### src/core/agt_pkg.sv
// Package of constants and types for the auxiliary pin and test source bank
package agt_pkg;
   localparam int          ADDR_W          = 4;
   localparam int          DATA_W          = 8;
   localparam int          PIN_N           = 8;
   // Register offsets
   localparam logic [3:0]  OFF_PIN_CONNECT = 4'h0;
   localparam logic [3:0]  OFF_PIN_DIR     = 4'h1;
   localparam logic [3:0]  OFF_PIN_DATA    = 4'h2;
   localparam logic [3:0]  OFF_TSRC_POS    = 4'h3;
   localparam logic [3:0]  OFF_TSRC_NEG    = 4'h4;
   localparam logic [3:0]  OFF_TSRC_CTRL   = 4'h5;
   localparam logic [3:0]  OFF_TSRC_STAT   = 4'h6;
   // Field positions
   localparam int          ROUTE_POS_BIT   = 0;
   localparam int          ROUTE_NEG_BIT   = 1;
   localparam int          STAT_POS_OK_BIT = 0;
   localparam int          STAT_NEG_OK_BIT = 1;
   localparam int          STAT_SE_BIT     = 2;
   localparam int          STAT_DIFF_BIT   = 3;
   localparam int          STAT_CM_BIT     = 4;
   // Reset values
   localparam logic [7:0]  RST_PIN_CONNECT = 8'h00;
   localparam logic [7:0]  RST_PIN_DIR     = 8'hff;
   localparam logic [7:0]  RST_PIN_DATA    = 8'h00;
   localparam logic [7:0]  RST_TSRC        = 8'h00;
   localparam logic [7:0]  RST_TSRC_CTRL   = 8'h00;
   // Test source codes
   localparam logic [7:0]  TSRC_MID        = 8'h00;
   localparam logic [7:0]  TSRC_UP_MAX     = 8'h09;
   localparam logic [7:0]  TSRC_DN_MIN     = 8'h11;
   localparam logic [7:0]  TSRC_DN_MAX     = 8'h19;
   localparam logic [7:0]  TSRC_DN_FLAG    = 8'h10;
   // Ratio in units of 1/640 of the supply span
   localparam logic [9:0]  RATIO_MID       = 10'h140;

   typedef enum logic [1:0] {
      AGT_DIR_MID,
      AGT_DIR_UP,
      AGT_DIR_DOWN,
      AGT_DIR_BAD
   } agt_dir_t;

   // Decodes a code into its direction: mid, up, down or bad
   function automatic agt_dir_t agt_code_dir(input logic [7:0] code);
      if (code == TSRC_MID)
         return AGT_DIR_MID;
      else if (code <= TSRC_UP_MAX)
         return AGT_DIR_UP;
      else if (code >= TSRC_DN_MIN && code <= TSRC_DN_MAX)
         return AGT_DIR_DOWN;
      else
         return AGT_DIR_BAD;
   endfunction
endpackage : agt_pkg

### src/core/agt_tsrc_if.sv
// Interface carrying one test source channel between modules
`timescale 1ns/10ps
interface agt_tsrc_if;
   logic [7:0] code;
   logic       valid;
   logic [9:0] ratio;
   logic       route;
   modport ctrl (output code, output route, input valid, input ratio);
   modport dac  (input code, input route, output valid, output ratio);
endinterface : agt_tsrc_if

### src/core/agt_tsrc_dec.sv
// Test source code decoder: code to divider ratio
`timescale 1ns/10ps
module agt_tsrc_dec
   import agt_pkg::*;
(
   agt_tsrc_if.dac  ch
);
   // ===============================================================
   // Ratio table, 1/640 of span: steps 1,2,4,...,64 then 128 and 256
   logic [9:0] step;
   logic [3:0] idx;
   agt_dir_t   dir;

   assign dir = agt_code_dir(ch.code);
   assign idx = ch.code[3:0];

   always_comb begin
      step = 10'h000;
      unique case (idx)
         4'h1:    step = 10'h001;
         4'h2:    step = 10'h002;
         4'h3:    step = 10'h004;
         4'h4:    step = 10'h008;
         4'h5:    step = 10'h010;
         4'h6:    step = 10'h020;
         4'h7:    step = 10'h040;
         4'h8:    step = 10'h080;
         4'h9:    step = 10'h100;
         default: step = 10'h000;
      endcase
   end

   assign ch.valid = (dir != AGT_DIR_BAD);
   assign ch.ratio = (dir == AGT_DIR_UP)   ? RATIO_MID + step :
                     (dir == AGT_DIR_DOWN) ? RATIO_MID - step :
                     RATIO_MID;
endmodule // agt_tsrc_dec

### src/core/agt_pin_cell.sv
// One general-purpose pin cell
`timescale 1ns/10ps
module agt_pin_cell (
   input  wire logic connect,
   input  wire logic dir_in,
   input  wire logic data_wr,
   input  wire logic pin_in,
   output wire logic pin_out,
   output wire logic pin_oe_n,
   output wire logic data_rd
);
   // ===============================================================
   // Drive only when attached and set as output
   assign pin_oe_n = ~(connect & ~dir_in);
   assign pin_out  = data_wr & connect & ~dir_in;
   assign data_rd  = connect & dir_in & pin_in;
endmodule // agt_pin_cell

### src/core/aux_gpio_test_dac_ctrl.sv
// Auxiliary pin function and test voltage source register bank
// ===============================================================
// Overview of operation
// - Eight analog inputs usable as digital pins
// - Connect bit one attaches pin function
// - Direction bit zero output, one input
// - Data register drives outputs, reads inputs
// - Output pins read back as zero
// - Positive and negative channels, own code
// - Route bits put channels on pins
// - Code zero gives mid-supply ratio
// - Steps up 01-09, down 11-19 only
`timescale 1ns/10ps
module aux_gpio_test_dac_ctrl
   import agt_pkg::*;
(
   input  wire logic                      clk,
   input  wire logic                      sys_rst,
   input  wire logic [agt_pkg::ADDR_W-1:0] reg_addr,
   input  wire logic [agt_pkg::DATA_W-1:0] reg_wdata,
   input  wire logic                      reg_wr,
   input  wire logic                      reg_rd,
   output logic      [agt_pkg::DATA_W-1:0] reg_rdata,
   input  wire logic [agt_pkg::PIN_N-1:0]  pin_in,
   output logic      [agt_pkg::PIN_N-1:0]  pin_out,
   output logic      [agt_pkg::PIN_N-1:0]  pin_oe_n,
   output logic      [9:0]                 tsrc_pos_ratio,
   output logic      [9:0]                 tsrc_neg_ratio,
   output logic                            tsrc_pos_to_pin,
   output logic                            tsrc_neg_to_pin
);
   import agt_pkg::*;

   // ===============================================================
   // Registers
   logic [7:0] pin_connect_reg;
   logic [7:0] pin_direction_reg;
   logic [7:0] pin_data_reg;
   logic [7:0] tsrc_pos_reg;
   logic [7:0] tsrc_neg_reg;
   logic [7:0] tsrc_ctrl_reg;
   logic [7:0] rdata_next;

   // ===============================================================
   // Decode
   wire        wr_connect = reg_wr && reg_addr == OFF_PIN_CONNECT;
   wire        wr_dir     = reg_wr && reg_addr == OFF_PIN_DIR;
   wire        wr_data    = reg_wr && reg_addr == OFF_PIN_DATA;
   wire        wr_pos     = reg_wr && reg_addr == OFF_TSRC_POS;
   wire        wr_neg     = reg_wr && reg_addr == OFF_TSRC_NEG;
   wire        wr_ctrl    = reg_wr && reg_addr == OFF_TSRC_CTRL;

   // ===============================================================
   // Pin cells
   wire  [7:0] cell_out;
   wire  [7:0] cell_oe_n;
   wire  [7:0] cell_rd;

   for (genvar i = 0; i < PIN_N; i++) begin : g_pin
      agt_pin_cell u_cell (
         .connect  (pin_connect_reg[i]),
         .dir_in   (pin_direction_reg[i]),
         .data_wr  (pin_data_reg[i]),
         .pin_in   (pin_in[i]),
         .pin_out  (cell_out[i]),
         .pin_oe_n (cell_oe_n[i]),
         .data_rd  (cell_rd[i])
      );
   end

   // ===============================================================
   // Test source channels
   agt_tsrc_if pos_ch ();
   agt_tsrc_if neg_ch ();

   assign pos_ch.code  = tsrc_pos_reg;
   assign neg_ch.code  = tsrc_neg_reg;
   assign pos_ch.route = tsrc_ctrl_reg[ROUTE_POS_BIT];
   assign neg_ch.route = tsrc_ctrl_reg[ROUTE_NEG_BIT];

   agt_tsrc_dec u_pos_dec (.ch (pos_ch.dac));
   agt_tsrc_dec u_neg_dec (.ch (neg_ch.dac));

   // Status hints for software test setups; chopping is outside this bank
   wire        is_se   = tsrc_neg_reg == TSRC_MID;
   wire        is_cm   = tsrc_pos_reg == tsrc_neg_reg;
   wire        is_diff = pos_ch.valid && neg_ch.valid && !is_cm
                         && tsrc_pos_reg[3:0] == tsrc_neg_reg[3:0];
   wire  [7:0] stat_val = {3'h0, is_cm, is_diff, is_se, neg_ch.valid, pos_ch.valid};

   // ===============================================================
   // Read mux; unmapped offsets read zero
   always_comb begin
      rdata_next = 8'h00;
      if (reg_rd) begin
         unique case (reg_addr)
            OFF_PIN_CONNECT: rdata_next = pin_connect_reg;
            OFF_PIN_DIR:     rdata_next = pin_direction_reg;
            OFF_PIN_DATA:    rdata_next = cell_rd;
            OFF_TSRC_POS:    rdata_next = tsrc_pos_reg;
            OFF_TSRC_NEG:    rdata_next = tsrc_neg_reg;
            OFF_TSRC_CTRL:   rdata_next = tsrc_ctrl_reg;
            OFF_TSRC_STAT:   rdata_next = stat_val;
            default:         rdata_next = 8'h00;
         endcase
      end
   end

   // ===============================================================
   // Register writes
   always_ff @(posedge clk or posedge sys_rst) begin
      if (sys_rst) begin
         pin_connect_reg   <= RST_PIN_CONNECT;
         pin_direction_reg <= RST_PIN_DIR;
         pin_data_reg      <= RST_PIN_DATA;
         tsrc_pos_reg      <= RST_TSRC;
         tsrc_neg_reg      <= RST_TSRC;
         tsrc_ctrl_reg     <= RST_TSRC_CTRL;
      end else begin
         if (wr_connect) pin_connect_reg <= reg_wdata;
         if (wr_dir) pin_direction_reg <= reg_wdata;
         // Value is stored even for inputs, so it applies on turnaround
         if (wr_data) pin_data_reg <= reg_wdata;
         if (wr_pos) tsrc_pos_reg <= reg_wdata;
         if (wr_neg) tsrc_neg_reg <= reg_wdata;
         if (wr_ctrl) tsrc_ctrl_reg <= {6'h00, reg_wdata[1:0]};
      end
   end

   // ===============================================================
   // Registered outputs
   always_ff @(posedge clk or posedge sys_rst) begin
      if (sys_rst) begin
         reg_rdata       <= 8'h00;
         pin_out         <= 8'h00;
         pin_oe_n        <= 8'hff;
         tsrc_pos_ratio  <= RATIO_MID;
         tsrc_neg_ratio  <= RATIO_MID;
         tsrc_pos_to_pin <= 1'b0;
         tsrc_neg_to_pin <= 1'b0;
      end else begin
         reg_rdata       <= rdata_next;
         pin_out         <= cell_out;
         pin_oe_n        <= cell_oe_n;
         tsrc_pos_ratio  <= pos_ch.ratio;
         tsrc_neg_ratio  <= neg_ch.ratio;
         tsrc_pos_to_pin <= pos_ch.route;
         tsrc_neg_to_pin <= neg_ch.route;
      end
   end
endmodule // aux_gpio_test_dac_ctrl

### config.mk
export PLATFORM = sky130hd
export DESIGN_NAME = aux_gpio_test_dac_ctrl
export DESIGN_NICKNAME = d
export VERILOG_FILES = /design/src/core/agt_pkg.sv /design/src/core/agt_tsrc_if.sv /design/src/core/agt_tsrc_dec.sv /design/src/core/agt_pin_cell.sv /design/src/core/aux_gpio_test_dac_ctrl.sv
export SDC_FILE = /design/constraint.sdc
export NUM_CORES = 1
export LEC_CHECK = 0
export BUFFER_PORTS_ARGS = -buffer_cell sky130_fd_sc_hd__buf_2
export CELL_PAD_IN_SITES_DETAIL_PLACEMENT = 1
export CELL_PAD_IN_SITES_GLOBAL_PLACEMENT = 1
export CORE_UTILIZATION = 30
export CTS_BUF_LIST = sky130_fd_sc_hd__clkbuf_4
export CTS_CLUSTER_SIZE = 28
export DETAILED_ROUTE_END_ITERATION = 8
export PLACE_DENSITY = 0.64
export SETUP_SLACK_MARGIN = 0.4
export SLEW_MARGIN = 20
export SYNTH_ARGS = -nofsm -noshare
export SYNTH_HDL_FRONTEND = slang
export SYNTH_SLANG_ARGS = --single-unit
### constraint.sdc
create_clock -name clk -period 3.9 [get_ports clk]
set_clock_uncertainty 0.2 [all_clocks]
set_input_delay 0.585 -clock clk [delete_from_list [all_inputs] [get_ports clk]]
set_output_delay 0.585 -clock clk [all_outputs]
set_load 0.03 [all_outputs]
==> impl_metrics.env, run 1 <==
export IMPL_setup_violations_final=0
export IMPL_tightestPinTransition_ns=0.800
export IMPL_finalNetCount=469
export IMPL_post_dp_cell_area_sq_um=4730
export IMPL_fin_util=0.350
export IMPL_setup_tns_ns=0
export IMPL_ir_drop_uv=168
export IMPL_die_h_um=121
export IMPL_stdcell_count=628
export IMPL_synth_largest_area_cell="dfrtp_1"
export IMPL_ctsHoldBuffers=0
export IMPL_p_leak_nw=2.16
export IMPL_htree_num_levels=3
export IMPL_track_usage=0.161
export IMPL_antenna_found_initial=0
export IMPL_fin_crit_ns=2.63
export IMPL_switching_power_mw=0.927
export IMPL_cts_buffers=9
export IMPL_first_pass_iters=4
export IMPL_max_freq_mhz=380
export IMPL_synth_edff_count=0
export IMPL_drive_above_1_share=0.277
export IMPL_clkSinkCount=88
export IMPL_synth_top_area_frac=0.400
export IMPL_pwr_share_clk=0.183
export IMPL_ctsResizeCount=0
export IMPL_first_iter_violations=95
export IMPL_synth_seq_cells=88
export IMPL_hold_viol_final=0
export IMPL_vias_per_cell=5.00
export IMPL_required_ns=4.06
export IMPL_cp_start_kind="register"
export IMPL_reg_top3="tsrc_neg_ratio (10), tsrc_pos_ratio (10)"
export IMPL_n_antenna_cell=0
export IMPL_sequentialPowerShare=0.536
export IMPL_synth_area_per_cell_sq_um=11.1
export IMPL_crit_path_end_kind="register"
export IMPL_grt_pass1_vias=3294
export IMPL_hpwl_mm=7.71
export IMPL_synth_area_top_cells="dfrtp_1, dfstp_2, mux2_1"
export IMPL_grt_overflow=0
export IMPL_gp_congestion=0.834
export IMPL_drt_wl_total_mm=11.0
export IMPL_p_per_area_nw_per_um2=503
export IMPL_num_vias=3141
export IMPL_async_flop_share=1.00
export IMPL_status="finished clean"
export IMPL_start_util=0.307
export IMPL_cap_violations=0
export IMPL_rows=43
export IMPL_core_area_sq_um=13800
export IMPL_worst_setup_path_type="register to register"
export IMPL_cp_data_arrival_time_ns=2.79
export IMPL_pwr_share_comb=0.281
export IMPL_ant_nets=0
export IMPL_whs_ns=0.0260
export IMPL_synth_ff_type="dfrtp_1"
export IMPL_final_max_slew_violation_count=0
export IMPL_die_w_um=121
export IMPL_hold_path_class="primary input to asynchronous set/reset pin"
export IMPL_drc=0
export IMPL_num_io_pins=70
export IMPL_yosys_warnings=0
export IMPL_rsz0062_at_grt="no"
export IMPL_numPortBuffers=69
export IMPL_clk_pin_slew_ns=0.12
export IMPL_synthesis_nets=410
export IMPL_die_area_sq_um=14700
export IMPL_root_buffer="clkbuf_4"
export IMPL_syn2layout_area_growth_pct=13.9
export IMPL_yosysSeqAreaShare=0.524
export IMPL_clockBufferDepth=2
export IMPL_yosysUniqueCellTypes=58
export IMPL_cts_tree="yes"
export IMPL_wl_per_cell_um=17.4
export IMPL_swShare=0.381
export IMPL_slew_headroom=0.462
export IMPL_grt_max_degree=55
export IMPL_clk_latency_ns=0.47
export IMPL_crit_fanout=23
export IMPL_synthCells=384
export IMPL_grt_pass1_wl_mm=17.8
export IMPL_period_share=0.674
export IMPL_synth_area_sq_um=4250
export IMPL_placedCellCount=612
export IMPL_cts_setup_buffers=0
export IMPL_intPower_mw=1.51
export IMPL_stdcell_area_sq_um=4840
[worst paths after layout]
kind                                         startpoint                        endpoint  slack [ns]  cells after the start
max in group asynchronous                       sys_rst           pin_oe_n[2]$_DFF_PP1_        2.78                      3
hold / removal                                  sys_rst     tsrc_pos_ratio[5]$_DFF_PP0_        0.03                      2
setup reg to reg             pos_ch.code[2]$_DFFE_PP0P_     tsrc_pos_ratio[2]$_DFF_PP0_        1.27                      6
min in group clk                           reg_wdata[5]  pin_connect_reg[5]$_DFFE_PP0P_        0.19                      2
hold reg to reg            tsrc_ctrl_reg[1]$_DFFE_PP0P_       tsrc_neg_to_pin$_DFF_PP0_        0.26                      0
setup / recovery             pos_ch.code[2]$_DFFE_PP0P_     tsrc_pos_ratio[2]$_DFF_PP0_        1.27                      6
[layout make-up]
class                           instances  area, sq um
Clock buffer                           11         82.6
Clock inverter                          5         26.3
Fill cell                            1541         8990
Inverter                               16         62.6
Multi-Input combinational cell        258         1850
Sequential cell                        88         2230
Tap cell                              180          225
Timing Repair Buffer                   70          365
[metrics by stage]
stage	power (mW)	setup slack [ns]
3_5_place_dp	2.01	1.31
4_1_cts	2.48	1.29
6_report	2.43	1.27
3_3_place_gp	1.98	1.38
2_1_floorplan	1.80	0.870
5_1_grt	2.61	1.10
[cell usage after synthesis, drive strengths merged (2+ instances only)]
| cell | count |
|---|---|
| a2111oi | 2 |
| a21boi | 2 |
| a21oi | 19 |
| a22oi | 5 |
| a31oi | 6 |
| and3 | 6 |
| and4b | 2 |
| buf | 15 |
| clkbuf | 7 |
| dfrtp | 68 |
| dfstp | 20 |
| ha | 2 |
| inv | 16 |
| mux2 | 46 |
| mux2i | 2 |
| nand2 | 18 |
| nand2b | 17 |
| nand3 | 14 |
| nand3b | 6 |
| nand4 | 3 |
| nand4b | 5 |
| nor2 | 28 |
| nor2b | 5 |
| nor3 | 11 |
| nor4 | 8 |
| o211ai | 2 |
| o21ai | 20 |
| o22ai | 2 |
| o32ai | 2 |
| or3 | 3 |
| or3b | 2 |
| xor2 | 8 |
[cell families (layout without fill, tap and decap cells)]
| logic type | count (synthesis) | in the layout | share of synthesized area |
|---|---|---|---|
| mux | 48 | 48 | 0.127 |
| xor+xnor | 9 | 9 | 0.0185 |
| buf+inv | 38 | 102 | 0.0406 |
| compound gates | 66 | 66 | 0.0977 |
| simple gates | 133 | 133 | 0.187 |
| flops | 88 | 88 | 0.524 |
| fa+ha+maj | 2 | 2 | 0.00588 |
[worst max-delay path, cell delays in order (launching register included)]
cell and delay (ns):
dfrtp_1 0.66, nand2b_1 0.31, or3_1 0.36, ha_1 0.28, or4_1 0.52, a21oi_1 0.13, nor3_1 0.06
[placed cells by master, fill, tap and decap left out, types with 5 or more instances in the layout]
cell,instances
nand4b_1,5
inv_1,12
a22oi_1,5
nor4_1,7
mux2_1,40
a31oi_1,6
nor3_1,9
nand2b_1,17
a21oi_1,19
and3_1,6
dfrtp_1,68
clkbuf_4,11
nand3b_1,6
nor2_1,27
nor2b_1,5
o21ai_0,13
dfstp_2,20
nand3_1,12
o21ai_1,7
nand2_1,17
buf_2,69
xor2_1,8
mux2_2,6
[power groups by stage]
stage               combinational, mW  clock (mW)  sequential [mW]
floorplan                       0.462           0             1.34
global placement                0.668           0             1.32
detailed placement              0.688           0             1.33
CTS                             0.691       0.478             1.31
global route                    0.754       0.510             1.34
finish                          0.683       0.446             1.31
[routing by layer]
metal,up-vias,share of wire,GRT usage
li1,1488,-,-
met1,1579,0.46,0.211
met2,59,0.49,0.255
met3,15,0.038,0.0414
met4,0,0.016,0.0594
met5,-,0,0
Note: power is estimated with default switching activity, not from simulation.
==> run 2: changes to the inputs <==
==> constraint.sdc (replaced) <==
create_clock -name clk -period 2.49 [get_ports clk]
set_clock_uncertainty 0.2 [all_clocks]
set_input_delay 0.3735 -clock clk [delete_from_list [all_inputs] [get_ports clk]]
set_output_delay 0.3735 -clock clk [all_outputs]
set_load 0.03 [all_outputs]
==> impl_metrics.env, run 2 (synthesized netlist as in run 1, its figures left out) <==
export IMPL_hold_path_class="primary input to register"
export IMPL_reg_top3="tsrc_neg_ratio (10), tsrc_pos_ratio (10)"
export IMPL_gp_congestion=0.823
export IMPL_first_pass_iters=4
export IMPL_crit_path_end_kind="register"
export IMPL_drive_above_1_share=0.318
export IMPL_setup_tns_ns=0
export IMPL_p_per_area_nw_per_um2=793
export IMPL_start_util=0.307
export IMPL_fin_crit_ns=2.04
export IMPL_ant_nets=0
export IMPL_die_w_um=121
export IMPL_hpwl_mm=7.78
export IMPL_htree_num_levels=3
export IMPL_die_h_um=121
export IMPL_cap_violations=0
export IMPL_antenna_found_initial=0
export IMPL_clkSinkCount=88
export IMPL_tightestPinTransition_ns=0.494
export IMPL_crit_fanout=8
export IMPL_num_vias=3220
export IMPL_track_usage=0.161
export IMPL_ir_drop_uv=329
export IMPL_rows=43
export IMPL_grt_max_degree=89
export IMPL_n_antenna_cell=0
export IMPL_cp_start_kind="register"
export IMPL_status="finished clean"
export IMPL_root_buffer="clkbuf_4"
export IMPL_required_ns=2.66
export IMPL_cts_buffers=9
export IMPL_core_area_sq_um=13800
export IMPL_slew_headroom=0.668
export IMPL_final_common_cell="buf_2"
export IMPL_fin_util=0.369
export IMPL_cp_data_arrival_time_ns=2.21
export IMPL_clockBufferDepth=2
export IMPL_clk_latency_ns=0.47
export IMPL_whs_ns=0.0762
export IMPL_hold_viol_final=0
export IMPL_clk_pin_slew_ns=0.14
export IMPL_finalNetCount=490
export IMPL_drt_wl_total_mm=11.0
export IMPL_vias_per_cell=4.96
export IMPL_n_fill_cell=1557
export IMPL_grt_pass1_vias=3326
export IMPL_grt_overflow=0
export IMPL_final_max_slew_violation_count=0
export IMPL_wl_per_cell_um=16.9
export IMPL_max_freq_mhz=491
export IMPL_setup_ws_ns=0.453
export IMPL_period_share=0.818
export IMPL_syn2layout_area_growth_pct=20.0
export IMPL_grt_pass1_wl_mm=17.8
export IMPL_setup_violations_final=0
export IMPL_drc=0
export IMPL_p_leak_nw=2.27
export IMPL_cts_tree="yes"
export IMPL_worst_setup_path_type="register to register"
export IMPL_dp_slack_ns=0.323
export IMPL_layout_common_cells="buf_2, dfrtp_1, mux2_1, nor2_1, dfstp_2"
export IMPL_die_area_sq_um=14700
export IMPL_numPortBuffers=69
export IMPL_first_iter_violations=77
export IMPL_num_io_pins=70
export IMPL_rsz0062_at_grt="yes"
[run 2: final cells by class]
class	instances	area, sq um	area share
flip-flops and latches	88	2230	0.438
clock inverters	4	46.3	0.00908
multi-input cells	258	1900	0.372
repair buffers	91	546	0.107
inverters	16	63.8	0.0125
clock buffers	12	90.1	0.0177
well taps	180	225	0.0442
[run 2: worst paths after layout]
check | to | cells past startpoint | startpoint | slack (ns)
setup reg to reg | tsrc_pos_ratio[2]$_DFF_PP0_ | 6 | pos_ch.code[2]$_DFFE_PP0P_ | 0.45
min in group asynchronous | tsrc_pos_ratio[5]$_DFF_PP0_ | 4 | sys_rst | 0.36
hold reg to reg | tsrc_neg_to_pin$_DFF_PP0_ | 0 | tsrc_ctrl_reg[1]$_DFFE_PP0P_ | 0.27
setup / recovery | tsrc_pos_ratio[2]$_DFF_PP0_ | 6 | pos_ch.code[2]$_DFFE_PP0P_ | 0.45
hold / removal | reg_rdata[5]$_DFF_PP0_ | 5 | pin_in[5] | 0.08
max in group asynchronous | pin_oe_n[1]$_DFF_PP1_ | 4 | sys_rst | 1.32
[run 2: critical path: stages (launching register included)]
cell      delay [ns]
dfrtp_1         0.40
nand2b_4        0.14
or3_4           0.40
ha_4            0.20
or4_1           0.39
a21oi_1         0.15
nor3_1          0.06
[run 2: repair_timing]
item / CTS / global route
pin swaps: 2 / 4
hold buffers: 9 / 0
setup buffers: 1 / 1
gates resized for setup: 1 / 8
hold endpoints to repair: 102 / 0
endpoints found under the setup margin: 2 / 6
[run 2: power by group]
| part | total [mW] | internal (mW) | switching (mW) |
|---|---|---|---|
| Combinational | 1.25 | 0.497 | 0.755 |
| Clock | 0.816 | 0.336 | 0.480 |
| Sequential | 1.98 | 1.73 | 0.246 |
[run 2: layer usage]
metal / vias up / track usage / share of wire
met5: - / 0 / 0
met4: 0 / 0.0656 / 0.019
met3: 15 / 0.0282 / 0.031
met2: 54 / 0.263 / 0.50
met1: 1624 / 0.210 / 0.45
li1: 1527 / - / -
[run 2: per-stage QoR]
| stage | instance area (sq um) | instances | total power [mW] |
|---|---|---|---|
| after floorplan | 4290 | 384 | 2.84 |
| after global placement | 4840 | 622 | 3.19 |
| after detailed placement | 4840 | 622 | 3.23 |
| after CTS | 5070 | 648 | 4.09 |
| after global routing | 5100 | 649 | 4.31 |
| final | 5100 | 649 | 4.04 |
